### src/design/lpbpa_pkg.sv
package lpbpa_pkg;

    localparam int REG_IDX_W = 10;
    typedef logic [REG_IDX_W-1:0] lpbpa_idx_t;

    // Register indices; byte address is four times the index
    localparam lpbpa_idx_t IDX_LOCAL_HIGH   = 10'h204;
    localparam lpbpa_idx_t IDX_PARTNER_LOW  = 10'h205;
    localparam lpbpa_idx_t IDX_PARTNER_MID  = 10'h206;
    localparam lpbpa_idx_t IDX_PARTNER_HIGH = 10'h207;
    localparam lpbpa_idx_t IDX_LINK_STATUS  = 10'h210;

    localparam logic [15:0] PARTNER_MID_RESET  = 16'h0000;
    localparam logic [15:0] PARTNER_HIGH_RESET = 16'h0000;
    localparam logic [15:0] LOCAL_HIGH_RESET   = 16'h0000;
    localparam logic [15:0] LOCAL_HIGH_WR_MASK = 16'h3000;

    // Field positions in the partner and local registers
    localparam int MID_T1L_BIT       = 14;
    localparam int MID_GIG_BIT       = 7;
    localparam int MID_T1S_FULL_BIT  = 6;
    localparam int MID_FAST_BIT      = 5;
    localparam int MID_MASTER_BIT    = 4;
    localparam int NONCE_ROLE_BIT    = 4;
    localparam int HIGH_EEE_BIT      = 14;
    localparam int HIGH_LVL_ABLE_BIT = 13;
    localparam int HIGH_LVL_REQ_BIT  = 12;
    localparam int HIGH_T1S_HALF_BIT = 11;
    localparam int LOW_NEXT_PAGE_BIT = 15;
    localparam int LOW_ACK_BIT       = 14;
    localparam int LOW_FAULT_BIT     = 13;
    localparam int LOW_FORCE_BIT     = 12;
    localparam int LOW_PAUSE_LSB     = 10;
    localparam int STATUS_HIGH_BIT   = 0;
    localparam int STATUS_SNAP_BIT   = 1;

    localparam logic [1:0] RESP_OKAY   = 2'h0;
    localparam logic [1:0] RESP_SLVERR = 2'h2;

    // Live base page as decoded by the negotiation logic
    typedef struct packed {
        logic       nextPage;
        logic       ack;
        logic       remoteFault;
        logic       roleForced;
        logic [1:0] pause;
        logic [4:0] selector;
        logic [4:0] nonce;
        logic       t1lAble;
        logic       gigT1Able;
        logic       t1sFullAble;
        logic       fastT1Able;
        logic       energySavingAble;
        logic       highLevelAble;
        logic       highLevelRequest;
        logic       t1sHalfAble;
    } lpbpa_rx_page_s;

    typedef struct packed {
        logic        en;
        lpbpa_idx_t  idx;
        logic [31:0] data;
        logic [3:0]  strb;
    } lpbpa_wr_req_s;

    typedef struct packed {
        logic       en;
        lpbpa_idx_t idx;
    } lpbpa_rd_req_s;

endpackage : lpbpa_pkg

### src/design/lpbpa_partner_ability.sv
// Local design decision: the AXI4-Lite slave port.
`timescale 1ns/100ps
// Behaviour
// Reading the low partner register copies live partner bits 47:16 into the middle and upper registers.
// Middle and upper registers return the last snapshot, never the live page.
// Both partner snapshot registers clear to zero on reset.
// Middle bit 14 shows partner 10BASE-T1L ability.
// Middle bit 7 shows partner 1000BASE-T1 ability.
// Middle bit 6 shows partner 10BASE-T1S full duplex ability.
// Middle bit 5 shows partner 100BASE-T1 ability.
// Middle bit 4 shows partner role, 0 slave and 1 master.
// The role bit comes from bit 4 of the partner nonce field.
// Software treats the role bit as preference or forced per the force flag.
// Upper bit 14 shows partner energy efficient Ethernet ability.
// Upper bit 13 shows partner ability to transmit at 2.4 V p-p.
// Upper bit 12 shows partner request for the high transmit level.
// Upper bit 11 shows partner 10BASE-T1S half duplex ability.
// Force flag reads 0 for a preferred role and 1 for a forced role.
// Low level if either lacks high ability, else high if either requests it.
// All partner fields are read-only; reserved bits read zero; writes change nothing.
module lpbpa_partner_ability #(
    parameter int ADDR_W = 12
) (
    input  wire logic                      clk,
    input  wire logic                      rst,
    input  wire logic [ADDR_W-1:0]         s_axi_awaddr,
    input  wire logic                      s_axi_awvalid,
    output wire logic                      s_axi_awready,
    input  wire logic [31:0]               s_axi_wdata,
    input  wire logic [3:0]                s_axi_wstrb,
    input  wire logic                      s_axi_wvalid,
    output wire logic                      s_axi_wready,
    output wire logic [1:0]                s_axi_bresp,
    output wire logic                      s_axi_bvalid,
    input  wire logic                      s_axi_bready,
    input  wire logic [ADDR_W-1:0]         s_axi_araddr,
    input  wire logic                      s_axi_arvalid,
    output wire logic                      s_axi_arready,
    output wire logic [31:0]               s_axi_rdata,
    output wire logic [1:0]                s_axi_rresp,
    output wire logic                      s_axi_rvalid,
    input  wire logic                      s_axi_rready,
    input  wire lpbpa_pkg::lpbpa_rx_page_s rxPage,
    output wire logic                      txHighLevel
);
    import lpbpa_pkg::*;

    lpbpa_wr_req_s wrReq;
    lpbpa_rd_req_s rdReq;
    logic          wrHit;
    logic          rdHit;
    logic [31:0]   rdData;

    logic [15:0]   partnerMid_reg;
    logic [15:0]   partnerHigh_reg;
    logic [15:0]   localHigh_reg;
    logic [15:0]   localHigh_next;
    logic          snapTaken_reg;
    logic          txHighLevel_reg;
    logic          txHighLevel_next;

    logic [15:0]   liveLow;
    logic [15:0]   liveMid;
    logic [15:0]   liveHigh;
    logic [15:0]   statusWord;

    wire           lowRead;
    wire           localWrite;
    wire           selLocal;
    wire           selLow;
    wire           selMid;
    wire           selHigh;
    wire           selStatus;
    wire           wrSelLocal;
    wire           wrSelPartner;
    wire           wrSelStatus;
    wire           localAble;
    wire           localRequest;

    lpbpa_axil_slave #(
        .ADDR_W (ADDR_W)
    ) u_bus (
        .clk           (clk),
        .rst           (rst),
        .s_axi_awaddr  (s_axi_awaddr),
        .s_axi_awvalid (s_axi_awvalid),
        .s_axi_awready (s_axi_awready),
        .s_axi_wdata   (s_axi_wdata),
        .s_axi_wstrb   (s_axi_wstrb),
        .s_axi_wvalid  (s_axi_wvalid),
        .s_axi_wready  (s_axi_wready),
        .s_axi_bresp   (s_axi_bresp),
        .s_axi_bvalid  (s_axi_bvalid),
        .s_axi_bready  (s_axi_bready),
        .s_axi_araddr  (s_axi_araddr),
        .s_axi_arvalid (s_axi_arvalid),
        .s_axi_arready (s_axi_arready),
        .s_axi_rdata   (s_axi_rdata),
        .s_axi_rresp   (s_axi_rresp),
        .s_axi_rvalid  (s_axi_rvalid),
        .s_axi_rready  (s_axi_rready),
        .wrReq         (wrReq),
        .wrHit         (wrHit),
        .rdReq         (rdReq),
        .rdData        (rdData),
        .rdHit         (rdHit)
    );

    // Live partner page laid out as the three register words
    always_comb begin
        liveLow                                 = 16'h0000;
        liveLow[LOW_NEXT_PAGE_BIT]              = rxPage.nextPage;
        liveLow[LOW_ACK_BIT]                    = rxPage.ack;
        liveLow[LOW_FAULT_BIT]                  = rxPage.remoteFault;
        liveLow[LOW_FORCE_BIT]                  = rxPage.roleForced;
        liveLow[LOW_PAUSE_LSB+1:LOW_PAUSE_LSB]  = rxPage.pause;
        liveLow[4:0]                            = rxPage.selector;
    end

    always_comb begin
        liveMid                   = 16'h0000;
        liveMid[MID_T1L_BIT]      = rxPage.t1lAble;
        liveMid[MID_GIG_BIT]      = rxPage.gigT1Able;
        liveMid[MID_T1S_FULL_BIT] = rxPage.t1sFullAble;
        liveMid[MID_FAST_BIT]     = rxPage.fastT1Able;
        // Role is not a page field of its own but a bit of the nonce
        liveMid[MID_MASTER_BIT]   = rxPage.nonce[NONCE_ROLE_BIT];
    end

    always_comb begin
        liveHigh                    = 16'h0000;
        liveHigh[HIGH_EEE_BIT]      = rxPage.energySavingAble;
        liveHigh[HIGH_LVL_ABLE_BIT] = rxPage.highLevelAble;
        liveHigh[HIGH_LVL_REQ_BIT]  = rxPage.highLevelRequest;
        liveHigh[HIGH_T1S_HALF_BIT] = rxPage.t1sHalfAble;
    end

    // Read decode
    assign selLocal  = rdReq.idx == IDX_LOCAL_HIGH;
    assign selLow    = rdReq.idx == IDX_PARTNER_LOW;
    assign selMid    = rdReq.idx == IDX_PARTNER_MID;
    assign selHigh   = rdReq.idx == IDX_PARTNER_HIGH;
    assign selStatus = rdReq.idx == IDX_LINK_STATUS;
    assign rdHit     = selLocal | selLow | selMid | selHigh | selStatus;
    assign lowRead   = rdReq.en & selLow;

    always_comb begin
        statusWord                  = 16'h0000;
        statusWord[STATUS_HIGH_BIT] = txHighLevel_reg;
        statusWord[STATUS_SNAP_BIT] = snapTaken_reg;
    end

    // Middle and upper words come from the snapshot only
    assign rdData = {16'h0000,
                     ({16{selLocal}}  & localHigh_reg)
                   | ({16{selLow}}    & liveLow)
                   | ({16{selMid}}    & partnerMid_reg)
                   | ({16{selHigh}}   & partnerHigh_reg)
                   | ({16{selStatus}} & statusWord)};

    // Write decode; writes to read-only words are accepted and dropped
    assign wrSelLocal   = wrReq.idx == IDX_LOCAL_HIGH;
    assign wrSelPartner = wrReq.idx == IDX_PARTNER_LOW
                        | wrReq.idx == IDX_PARTNER_MID
                        | wrReq.idx == IDX_PARTNER_HIGH;
    assign wrSelStatus  = wrReq.idx == IDX_LINK_STATUS;
    assign wrHit        = wrSelLocal | wrSelPartner | wrSelStatus;
    assign localWrite   = wrReq.en & wrSelLocal & wrReq.strb[1];

    // Only the two level bits sit in byte lane 1; all other local bits read zero
    assign localHigh_next = localWrite ? (wrReq.data[15:0] & LOCAL_HIGH_WR_MASK)
                                       : localHigh_reg;

    // Level resolution uses the live page so it tracks renegotiation
    assign localAble        = localHigh_reg[HIGH_LVL_ABLE_BIT];
    assign localRequest     = localHigh_reg[HIGH_LVL_REQ_BIT];
    assign txHighLevel_next = localAble & rxPage.highLevelAble
                            & (localRequest | rxPage.highLevelRequest);
    assign txHighLevel      = txHighLevel_reg;

    always_ff @(posedge clk) begin
        if (rst) begin
            partnerMid_reg  <= PARTNER_MID_RESET;
            partnerHigh_reg <= PARTNER_HIGH_RESET;
        end else if (lowRead) begin
            partnerMid_reg  <= liveMid;
            partnerHigh_reg <= liveHigh;
        end
    end

    always_ff @(posedge clk) begin
        if (rst) begin
            localHigh_reg   <= LOCAL_HIGH_RESET;
            snapTaken_reg   <= 1'b0;
            txHighLevel_reg <= 1'b0;
        end else begin
            localHigh_reg   <= localHigh_next;
            snapTaken_reg   <= snapTaken_reg | lowRead;
            txHighLevel_reg <= txHighLevel_next;
        end
    end
endmodule : lpbpa_partner_ability

### src/design/lpbpa_axil_slave.sv
`timescale 1ns/100ps
module lpbpa_axil_slave #(
    parameter int ADDR_W = 12
) (
    input  wire logic                     clk,
    input  wire logic                     rst,
    input  wire logic [ADDR_W-1:0]        s_axi_awaddr,
    input  wire logic                     s_axi_awvalid,
    output wire logic                     s_axi_awready,
    input  wire logic [31:0]              s_axi_wdata,
    input  wire logic [3:0]               s_axi_wstrb,
    input  wire logic                     s_axi_wvalid,
    output wire logic                     s_axi_wready,
    output wire logic [1:0]               s_axi_bresp,
    output wire logic                     s_axi_bvalid,
    input  wire logic                     s_axi_bready,
    input  wire logic [ADDR_W-1:0]        s_axi_araddr,
    input  wire logic                     s_axi_arvalid,
    output wire logic                     s_axi_arready,
    output wire logic [31:0]              s_axi_rdata,
    output wire logic [1:0]               s_axi_rresp,
    output wire logic                     s_axi_rvalid,
    input  wire logic                     s_axi_rready,
    output wire lpbpa_pkg::lpbpa_wr_req_s wrReq,
    input  wire logic                     wrHit,
    output wire lpbpa_pkg::lpbpa_rd_req_s rdReq,
    input  wire logic [31:0]              rdData,
    input  wire logic                     rdHit
);
    import lpbpa_pkg::*;

    logic        awHeld_reg;
    lpbpa_idx_t  awIdx_reg;
    logic        wHeld_reg;
    logic [31:0] wData_reg;
    logic [3:0]  wStrb_reg;
    logic        bvalid_reg;
    logic [1:0]  bresp_reg;
    logic        rvalid_reg;
    logic [31:0] rdata_reg;
    logic [1:0]  rresp_reg;
    wire         awTake;
    wire         wTake;
    wire         arTake;
    wire         doWrite;

    // No new write is taken while a response waits, so one write at a time
    assign s_axi_awready = ~awHeld_reg & ~bvalid_reg;
    assign s_axi_wready  = ~wHeld_reg & ~bvalid_reg;
    assign s_axi_arready = ~rvalid_reg;
    assign awTake        = s_axi_awvalid & s_axi_awready;
    assign wTake         = s_axi_wvalid & s_axi_wready;
    assign arTake        = s_axi_arvalid & s_axi_arready;
    assign doWrite       = awHeld_reg & wHeld_reg;
    assign wrReq         = '{en: doWrite, idx: awIdx_reg, data: wData_reg, strb: wStrb_reg};
    assign rdReq         = '{en: arTake, idx: lpbpa_idx_t'(s_axi_araddr[ADDR_W-1:2])};
    assign s_axi_bvalid  = bvalid_reg;
    assign s_axi_bresp   = bresp_reg;
    assign s_axi_rvalid  = rvalid_reg;
    assign s_axi_rdata   = rdata_reg;
    assign s_axi_rresp   = rresp_reg;

    always_ff @(posedge clk) begin
        if (rst) begin
            awHeld_reg <= 1'b0;
            awIdx_reg  <= '0;
            wHeld_reg  <= 1'b0;
            wData_reg  <= '0;
            wStrb_reg  <= '0;
            bvalid_reg <= 1'b0;
            bresp_reg  <= RESP_OKAY;
        end else begin
            if (awTake) begin
                awHeld_reg <= 1'b1;
                awIdx_reg  <= lpbpa_idx_t'(s_axi_awaddr[ADDR_W-1:2]);
            end else if (doWrite) begin
                awHeld_reg <= 1'b0;
            end
            if (wTake) begin
                wHeld_reg <= 1'b1;
                wData_reg <= s_axi_wdata;
                wStrb_reg <= s_axi_wstrb;
            end else if (doWrite) begin
                wHeld_reg <= 1'b0;
            end
            if (doWrite) begin
                bvalid_reg <= 1'b1;
                bresp_reg  <= wrHit ? RESP_OKAY : RESP_SLVERR;
            end else if (s_axi_bready) begin
                bvalid_reg <= 1'b0;
            end
        end
    end

    always_ff @(posedge clk) begin
        if (rst) begin
            rvalid_reg <= 1'b0;
            rdata_reg  <= '0;
            rresp_reg  <= RESP_OKAY;
        end else if (arTake) begin
            rvalid_reg <= 1'b1;
            rdata_reg  <= rdHit ? rdData : 32'h0000_0000;
            rresp_reg  <= rdHit ? RESP_OKAY : RESP_SLVERR;
        end else if (s_axi_rready) begin
            rvalid_reg <= 1'b0;
        end
    end
endmodule : lpbpa_axil_slave

### config.mk
export PLATFORM = sky130hd
export DESIGN_NAME = lpbpa_partner_ability
export DESIGN_NICKNAME = d
export VERILOG_FILES = /design/src/design/lpbpa_pkg.sv /design/src/design/lpbpa_partner_ability.sv /design/src/design/lpbpa_axil_slave.sv
export SDC_FILE = /design/constraint.sdc
export NUM_CORES = 1
export LEC_CHECK = 0
export BUFFER_PORTS_ARGS = -buffer_cell sky130_fd_sc_hd__buf_2
export CORE_MARGIN = 8
export CORE_UTILIZATION = 30
export CTS_CLUSTER_SIZE = 40
export DETAILED_ROUTE_END_ITERATION = 8
export MAX_ROUTING_LAYER = met4
export PLACE_DENSITY = 0.55
export SETUP_SLACK_MARGIN = 0.5
export SYNTH_ARGS = -nofsm -noshare
export SYNTH_HDL_FRONTEND = slang
export SYNTH_HIERARCHICAL = 1
export SYNTH_SLANG_ARGS = --single-unit
### constraint.sdc
create_clock -name clk -period 1.6 [get_ports clk]
set_input_delay 0.08 -clock clk [delete_from_list [all_inputs] [get_ports clk]]
set_output_delay 0.08 -clock clk [all_outputs]
set_load 0.05 [all_outputs]
==> results.toml, run 1 <==
[global_routing]
grt_pass1_wl_um = 12900
grt_pass1_vias = 2702
overflow = 0
grt_usage = 0.124
grt_max_degree = 37
antenna_found_initial = 0

[pwr]
switching_share = 0.264
p_seq_frac = 0.452
clkPwrFrac = 0.378
p_per_area_mw_per_mm2 = 820
p_switching_w = 0.000965
combPwrFrac = 0.170
peakVddDrop_v = 0.000542
p_int_w = 0.00270
p_leak_nw = 1.79

[setup_path]
crit_path_max_fanout = 2
worstRegToRegCells = 3
regToRegSetupSlack_ns = 0.16
cp-start-kind = "register"
crit_type = "reg2reg"
cp.arrival_ns = 1.71
cp-end-kind = "register"
r2r_end = "localHigh_reg[13]"
required_ns = 1.87
rr_startpoint = "u_bus/awIdx_reg[3]"

[cells_and_area]
antennaDiodeCount = 0
nNetsFinal = 557
largest_register_ffs = 32
post-route-cell-area_mm2 = 0.00446
syn2layout_area_growth_pct = 48.5
n_fill_cell = 981
layout_common_cells = "buf_2 (84), dfxtp_1 (59), nand2_1 (36)"
layout-drive-gt1-share = 0.410
final_common_cell = "buf_2"

[routing]
wl_per_cell_um = 14.0
drt_iter0_drc = 106
vias = 2721
dr.pass1.iters = 4
viasPerCell = 4.50
drc = 0
drt.antenna.violating_nets = 0
finalWirelength_um = 8480

[place]
dpl.hpwl_um = 5570
numPortBuffers = 89
placed_area_mm2 = 0.00360
place_congestion = 0.725

[sta]
final.setup.tns_ns = 0
period_needed_ns = 1.44
skew_ns = 0.0118
max_slew.worst_pin.slew_ns = 0.583
finalMaxSlewViolations = 0
fmax_mhz = 695
max_slew_margin = 0.611
rsz0062_at_grt = "yes"
setup_viol = 0
hold_violations = 0
fin_crit_sh = 0.900

[die]
die_h_um = 116
io_pins = 133
die_x_um = 116
core_area_mm2 = 0.00973
fp-row-count = 36
start_util = 0.309
die_area_mm2 = 0.0135

[yosys]
ys_warn_count = 6
syn_avg_cell_area_um2 = 8.60
syn_inst = 349
syn_area_mm2 = 0.00300

[clock_network]
htreeDepth = 3
cts_buffers = 9
clock_tree.root_cell = "clkbuf_8"
clock-sinks = 64
clock_latency_ns = 0.34
clk_pin_slew_ns = 0.07
tritoncts = "built"
clockBufferDepth = 2

[hold_path]
hp-class = "in2reg"
min_from = "rxPage[1]"
whs_path_depth = 3
hold_end = "partnerHigh_reg[12]"

[flow_run]
drv_cap = 0

[outcome]
outcome = "completed"
cell type report:
type | instances | area (um^2) | area share
multi-input cells | 251 | 1710 | 0.384
well taps | 133 | 166 | 0.0373
clock buffers | 11 | 141 | 0.0317
inverters | 5 | 23.8 | 0.00533
clock inverters | 5 | 55.1 | 0.0123
repair buffers | 135 | 1070 | 0.240
flip-flops and latches | 64 | 1290 | 0.290
power by group through the flow:
stage | sequential (W) | clock [W] | combinational, W
final | 0.00165 | 0.00138 | 0.000621
after global routing | 0.00166 | 0.00152 | 0.000670
after CTS | 0.00165 | 0.00145 | 0.000534
after detailed placement | 0.00169 | 0 | 0.000433
after global placement | 0.00168 | 0 | 0.000428
after floorplan | 0.00171 | 0 | 0.000357
how the worst max path moves through the flow:
stage / startpoint / endpoint / slack [ns] / depth (start not counted)
2_1_floorplan: u_bus/s_axi_rvalid / partnerHigh_reg[11] / 0.002 / 9
3_3_place_gp: s_axi_araddr[7] / u_bus/s_axi_rdata[6] / 0.09 / 6
3_5_place_dp: s_axi_araddr[7] / u_bus/s_axi_rdata[6] / 0.07 / 6
4_1_cts: u_bus/awIdx_reg[3] / localHigh_reg[12] / 0.14 / 3
5_1_grt: u_bus/awIdx_reg[3] / localHigh_reg[13] / 0.10 / 3
6_report: u_bus/awIdx_reg[3] / localHigh_reg[13] / 0.16 / 3
repair_timing:
item | in CTS | in global routing
endpoints found under the hold margin | 19 | 0
resized for setup | 20 | 45
setup endpoints to repair | 63 | 63
hold buffers | 19 | 0
cloned | 2 | 4
pin swaps | 2 | 11
buffers inserted | 3 | 9
critical path, cell delays in order (launching register included):
cell     delay [ns]
dfxtp_2        0.32
or4_4          0.55
nor4_4         0.29
mux2i_1        0.21
per-stage QoR:
stage          hold WS (ns)  total power, W  utilization  instances  worst slack, ns
2_1_floorplan         0.219         0.00207            -        367          0.00219
3_3_place_gp          0.313         0.00211        0.370        551           0.0909
3_5_place_dp          0.322         0.00212        0.370        551           0.0663
4_1_cts             0.00483         0.00363        0.423        591            0.141
5_1_grt              0.0239         0.00385        0.458        604            0.101
6_report             0.0222         0.00366        0.458        604            0.160
metal layers:
metal / vias up / GRT usage / routed length [um]
li1: 1366 / - / -
met1: 1281 / 0.136 / 3630
met2: 70 / 0.208 / 4200
met3: 4 / 0.0453 / 600
met4: 0 / 0.0363 / 51
met5: - / - / 0
No activity file was read; power rests on OpenSTA's default activity.
==> run 2: changes to the inputs <==
- REMOVE_ABC_BUFFERS: unset -> 1
==> run 2 against run 1 <==
Cell count is 0.17% higher. Combinational power is 2% lower. Via count is 1.2% lower. Sequential power hardly changed. Largest cell class unchanged.
==> results.toml, run 2 (synthesis gave the netlist of run 1 again) <==
[routing]
finalWirelength_um = 8630
dr.pass1.iters = 4
viasPerCell = 4.44
drt.antenna.violating_nets = 0
vias = 2689
wl_per_cell_um = 14.3
drt_iter0_drc = 91
drc = 0

[setup_path]
max_stage_delay_ns = 0.55
regToRegSetupSlack_ns = 0.13
crit_path_max_fanout = 2
worstRegToRegCells = 3
cp-end-kind = "register"
crit_type = "reg2reg"
cp.arrival_ns = 1.73
required_ns = 1.86
cp-start-kind = "register"
crit_chain = "or4_4 -> nor4_4 -> mux2i_1"
slowest_stage = "or4_4"

[cells_and_area]
layout_common_cells = "buf_2 (83), dfxtp_1 (59), nand2_1 (34)"
fin_util = 0.447
nNetsFinal = 561
antennaDiodeCount = 0
largest_register_ffs = 32
final_common_cell = "buf_2"
fin_cells = 605
syn2layout_area_growth_pct = 44.7
layout-drive-gt1-share = 0.388
post-route-cell-area_mm2 = 0.00435

[place]
dp.cells = 555
numPortBuffers = 89
placed_area_mm2 = 0.00348
dpl.hpwl_um = 5470
place_congestion = 0.730

[clock_network]
cts_buffers = 9
clk_pin_slew_ns = 0.07
htreeDepth = 3
clock_latency_ns = 0.33
clock_tree.root_cell = "clkbuf_8"
clock-sinks = 64
clockBufferDepth = 2
tritoncts = "built"

[outcome]
outcome = "completed"

[die]
start_util = 0.309
die_x_um = 116
core_area_mm2 = 0.00973
die_area_mm2 = 0.0135
die_h_um = 116
fp-row-count = 36
io_pins = 133

[sta]
fmax_mhz = 679
finalMaxSlewViolations = 0
skew_ns = 0.00879
setup_viol = 0
period_needed_ns = 1.47
hold_violations = 0
rsz0062_at_grt = "yes"
final.setup.tns_ns = 0
fin_crit_sh = 0.920

[global_routing]
grt_pass1_vias = 2760
grt_usage = 0.129
grt_pass1_wl_um = 13300
overflow = 0
grt_max_degree = 38
antenna_found_initial = 0

[pwr]
p_int_w = 0.00255
switching_share = 0.262
combPwrFrac = 0.176
clkPwrFrac = 0.345
peakVddDrop_v = 0.000532
p_per_area_mw_per_mm2 = 795
p_switching_w = 0.000905
power_w = 0.00346
p_seq_frac = 0.479
p_leak_nw = 1.82

[hold_path]
whs_path_depth = 3
hp-class = "in2reg"

[flow_run]
drv_cap = 0
==> run 2: cell count changes in the layout (fill, tap and decap cells not counted), sizes merged <==
cell	change
buf	+7
clkinv	-3
bufbuf	+1
dlygate4sd3	-3
bufinv	-1
==> run 2: final cells by class <==
class                           instances  area, um^2
Sequential cell                        64        1290
Timing Repair Buffer                  139        1100
Multi-Input combinational cell        251        1610
Inverter                                5        21.3
Fill cell                             963        5380
Tap cell                              133         166
Clock buffer                           12         155
Clock inverter                          1        5.00
==> run 2: timing repair <==
action | CTS | global route
buffers inserted | 6 | 6
cloned | 5 | 4
hold endpoints to repair | 16 | 0
gates resized for setup | 35 | 39
hold buffers | 16 | 0
pin swaps | 11 | 19
setup endpoints to repair | 64 | 64
==> run 2: critical path, delay by kind of cell (launching register included) <==
kind | cells | cell delay (ns)
simple gates | 2 | 0.87
flops | 1 | 0.32
mux | 1 | 0.21
==> run 2: per-layer routing <==
metal / track usage / vias up / part of all wire
li1: - / 1377 / -
met1: 0.145 / 1241 / 0.43
met2: 0.215 / 62 / 0.51
met3: 0.0422 / 9 / 0.056
met4: 0.0363 / 0 / 0.0081
met5: - / - / 0
==> run 2: power by group through the flow <==
stage / registers [W] / logic (W) / clock network [W]
6_report: 0.00166 / 0.000608 / 0.00119
5_1_grt: 0.00166 / 0.000653 / 0.00132
4_1_cts: 0.00165 / 0.000532 / 0.00125
3_5_place_dp: 0.00169 / 0.000405 / 0
3_3_place_gp: 0.00169 / 0.000400 / 0
2_1_floorplan: 0.00171 / 0.000205 / 0
==> run 2: per-stage QoR <==
stage | worst slack, ns | hold slack, ns
2_1_floorplan | -1.01 | 0.142
3_3_place_gp | 0.0510 | 0.316
3_5_place_dp | 0.0226 | 0.325
4_1_cts | 0.108 | 0.00454
5_1_grt | 0.0834 | 0.0131
6_report | 0.127 | 0.0145
==> run 2: path summary, 6_finish.rpt <==
check	start	endpoint
max	u_bus/awIdx_reg[6]	localHigh_reg[12]
min	rxPage[6]	partnerMid_reg[7]
max reg2reg	u_bus/awIdx_reg[6]	localHigh_reg[12]
min reg2reg	u_bus/s_axi_rdata[27]	u_bus/s_axi_rdata[27]
==> run 3: changes to the inputs <==
- CORE_MARGIN: 8 -> 1.5
- REMOVE_ABC_BUFFERS: 1 -> unset
==> run 3 against run 2 <==
Hold slack worse by 0.0061 ns. Clock skew barely moved. Combinational power hardly changed. Critical path depth is the same. Flip-flop and latch count unchanged. Global-route usage is 2.3 points higher. Fmax decreased by 0.13%. Via count decreased by 1.6%. Power up 15%.
==> results.toml, run 3 (synthesis gave the netlist of run 1 again) <==
[hold_path]
min_from = "rxPage[7]"
hp-class = "in2reg"
hold_end = "partnerMid_reg[14]"
whs_path_depth = 3

[routing]
viasPerCell = 4.40
drc = 0
finalWirelength_um = 7950
vias = 2646
drt_iter0_drc = 71
drt.antenna.violating_nets = 0
wl_per_cell_um = 13.2
dr.pass1.iters = 4

[sta]
final.setup.tns_ns = 0
fmax_mhz = 678
rsz0062_at_grt = "yes"
hold_violations = 0
setup_viol = 0
max_slew.worst_pin.slew_ns = 0.574
fin_crit_sh = 0.922
skew_ns = 0.00835
finalMaxSlewViolations = 0
hold_ws_ns = 0.00840
period_needed_ns = 1.47
max_slew_margin = 0.617

[global_routing]
grt_pass1_vias = 2511
grt_pass1_wl_um = 12000
overflow = 0
grt_usage = 0.152
grt_max_degree = 38
antenna_found_initial = 0

[die]
core_area_mm2 = 0.00973
start_util = 0.309
io_pins = 133
die_x_um = 103
die_h_um = 103
die_area_mm2 = 0.0106
fp-row-count = 36

[setup_path]
crit_chain = "or4_4 -> nor4_4 -> mux2i_1"
required_ns = 1.87
cp.arrival_ns = 1.75
critPathBufInv = 0
regToRegSetupSlack_ns = 0.13
crit_type = "reg2reg"
r2r_end = "localHigh_reg[13]"
cp-start-kind = "register"
max_stage_delay_ns = 0.56
crit_path_max_fanout = 2
path_depth = 3
cp-end-kind = "register"
rr_startpoint = "u_bus/awIdx_reg[3]"
slowest_stage = "or4_4"
cpLargestDelayFamily = "simple AND/OR/NAND/NOR gates"
worstRegToRegCells = 3

[clock_network]
clk_pin_slew_ns = 0.07
clock-sinks = 64
cts_buffers = 9
htreeDepth = 3
clock_latency_ns = 0.35
clockBufferDepth = 2
clock_tree.root_cell = "clkbuf_8"
tritoncts = "built"

[cells_and_area]
layout_common_cells = "buf_2 (83), dfxtp_1 (59), nand2_1 (36)"
layout-drive-gt1-share = 0.394
nNetsFinal = 555
syn2layout_area_growth_pct = 47.5
final_common_cell = "buf_2"
largest_register_ffs = 32
antennaDiodeCount = 0

[place]
dpl.hpwl_um = 4960
numPortBuffers = 89
place_congestion = 0.733

[pwr]
p_leak_nw = 1.78
p_per_area_mw_per_mm2 = 895
peakVddDrop_v = 0.000524

[outcome]
outcome = "completed"

[flow_run]
drv_cap = 0
## run 3: cell count changes in the layout (fill, tap and decap cells not counted), moves of 3 or more
cell,previous run,this run
nand3_2,6,10
buf_6,9,12
dlygate4sd3_1,16,20
buf_4,17,6
a21oi_2,9,12
nand3_1,29,24
## run 3: per-layer routing
metal	global-route usage	vias to the layer above	wire length, um	share of wire
li1	-	1366	-	-
met4	0.0468	0	61	0.0077
met1	0.176	1208	3470	0.44
met3	0.0481	6	458	0.058
met5	-	-	0	0
met2	0.251	66	3970	0.50
## run 3: power by group
part | internal, W | switching, W
Combinational | 0.000297 | 0.000310
Clock | 0.00102 | 0.000682
Sequential | 0.00163 | 0.0000268
Total | 0.00295 | 0.00102
## run 3: what timing repair did
action	in CTS	in global routing
pin swaps	1	12
gates resized for setup	21	37
buffers inserted	4	6
hold buffers	20	0
hold endpoints to repair	20	0
gates cloned	2	3
setup endpoints to repair	63	57
## run 3: worst max-delay path by stage
stage,start,end,slack [ns]
after floorplan,u_bus/s_axi_rvalid,partnerHigh_reg[11],0.002
after global placement,s_axi_araddr[7],u_bus/s_axi_rdata[11],0.09
after detailed placement,s_axi_araddr[7],u_bus/s_axi_rdata[11],0.08
after CTS,u_bus/awIdx_reg[3],localHigh_reg[13],0.12
after global routing,u_bus/awIdx_reg[3],localHigh_reg[13],0.06
final,u_bus/awIdx_reg[3],localHigh_reg[13],0.13
## run 3: worst min-delay path, cell delays in order
cell and delay [ns]:
buf_2 0.10, nand2b_1 0.06, mux2i_1 0.06
## run 3: cell type report
type | instances | area (um^2)
Sequential cell | 64 | 1290
Timing Repair Buffer | 133 | 1030
Fill cell | 968 | 5300
Tap cell | 133 | 166
Clock buffer | 11 | 163
Multi-Input combinational cell | 251 | 1670
Clock inverter | 5 | 85.1
Inverter | 5 | 26.3
## run 3: per-stage QoR
stage               instances   util  cell area, um^2  setup WS, ns  total power (W)
finish                    602  0.455             4430         0.126          0.00396
global route              602  0.455             4430        0.0592          0.00414
CTS                       593  0.429             4170         0.115          0.00393
detailed placement        551  0.368             3580        0.0785          0.00211
global placement          551  0.368             3580        0.0931          0.00211
floorplan                 367      -             3260       0.00219          0.00207
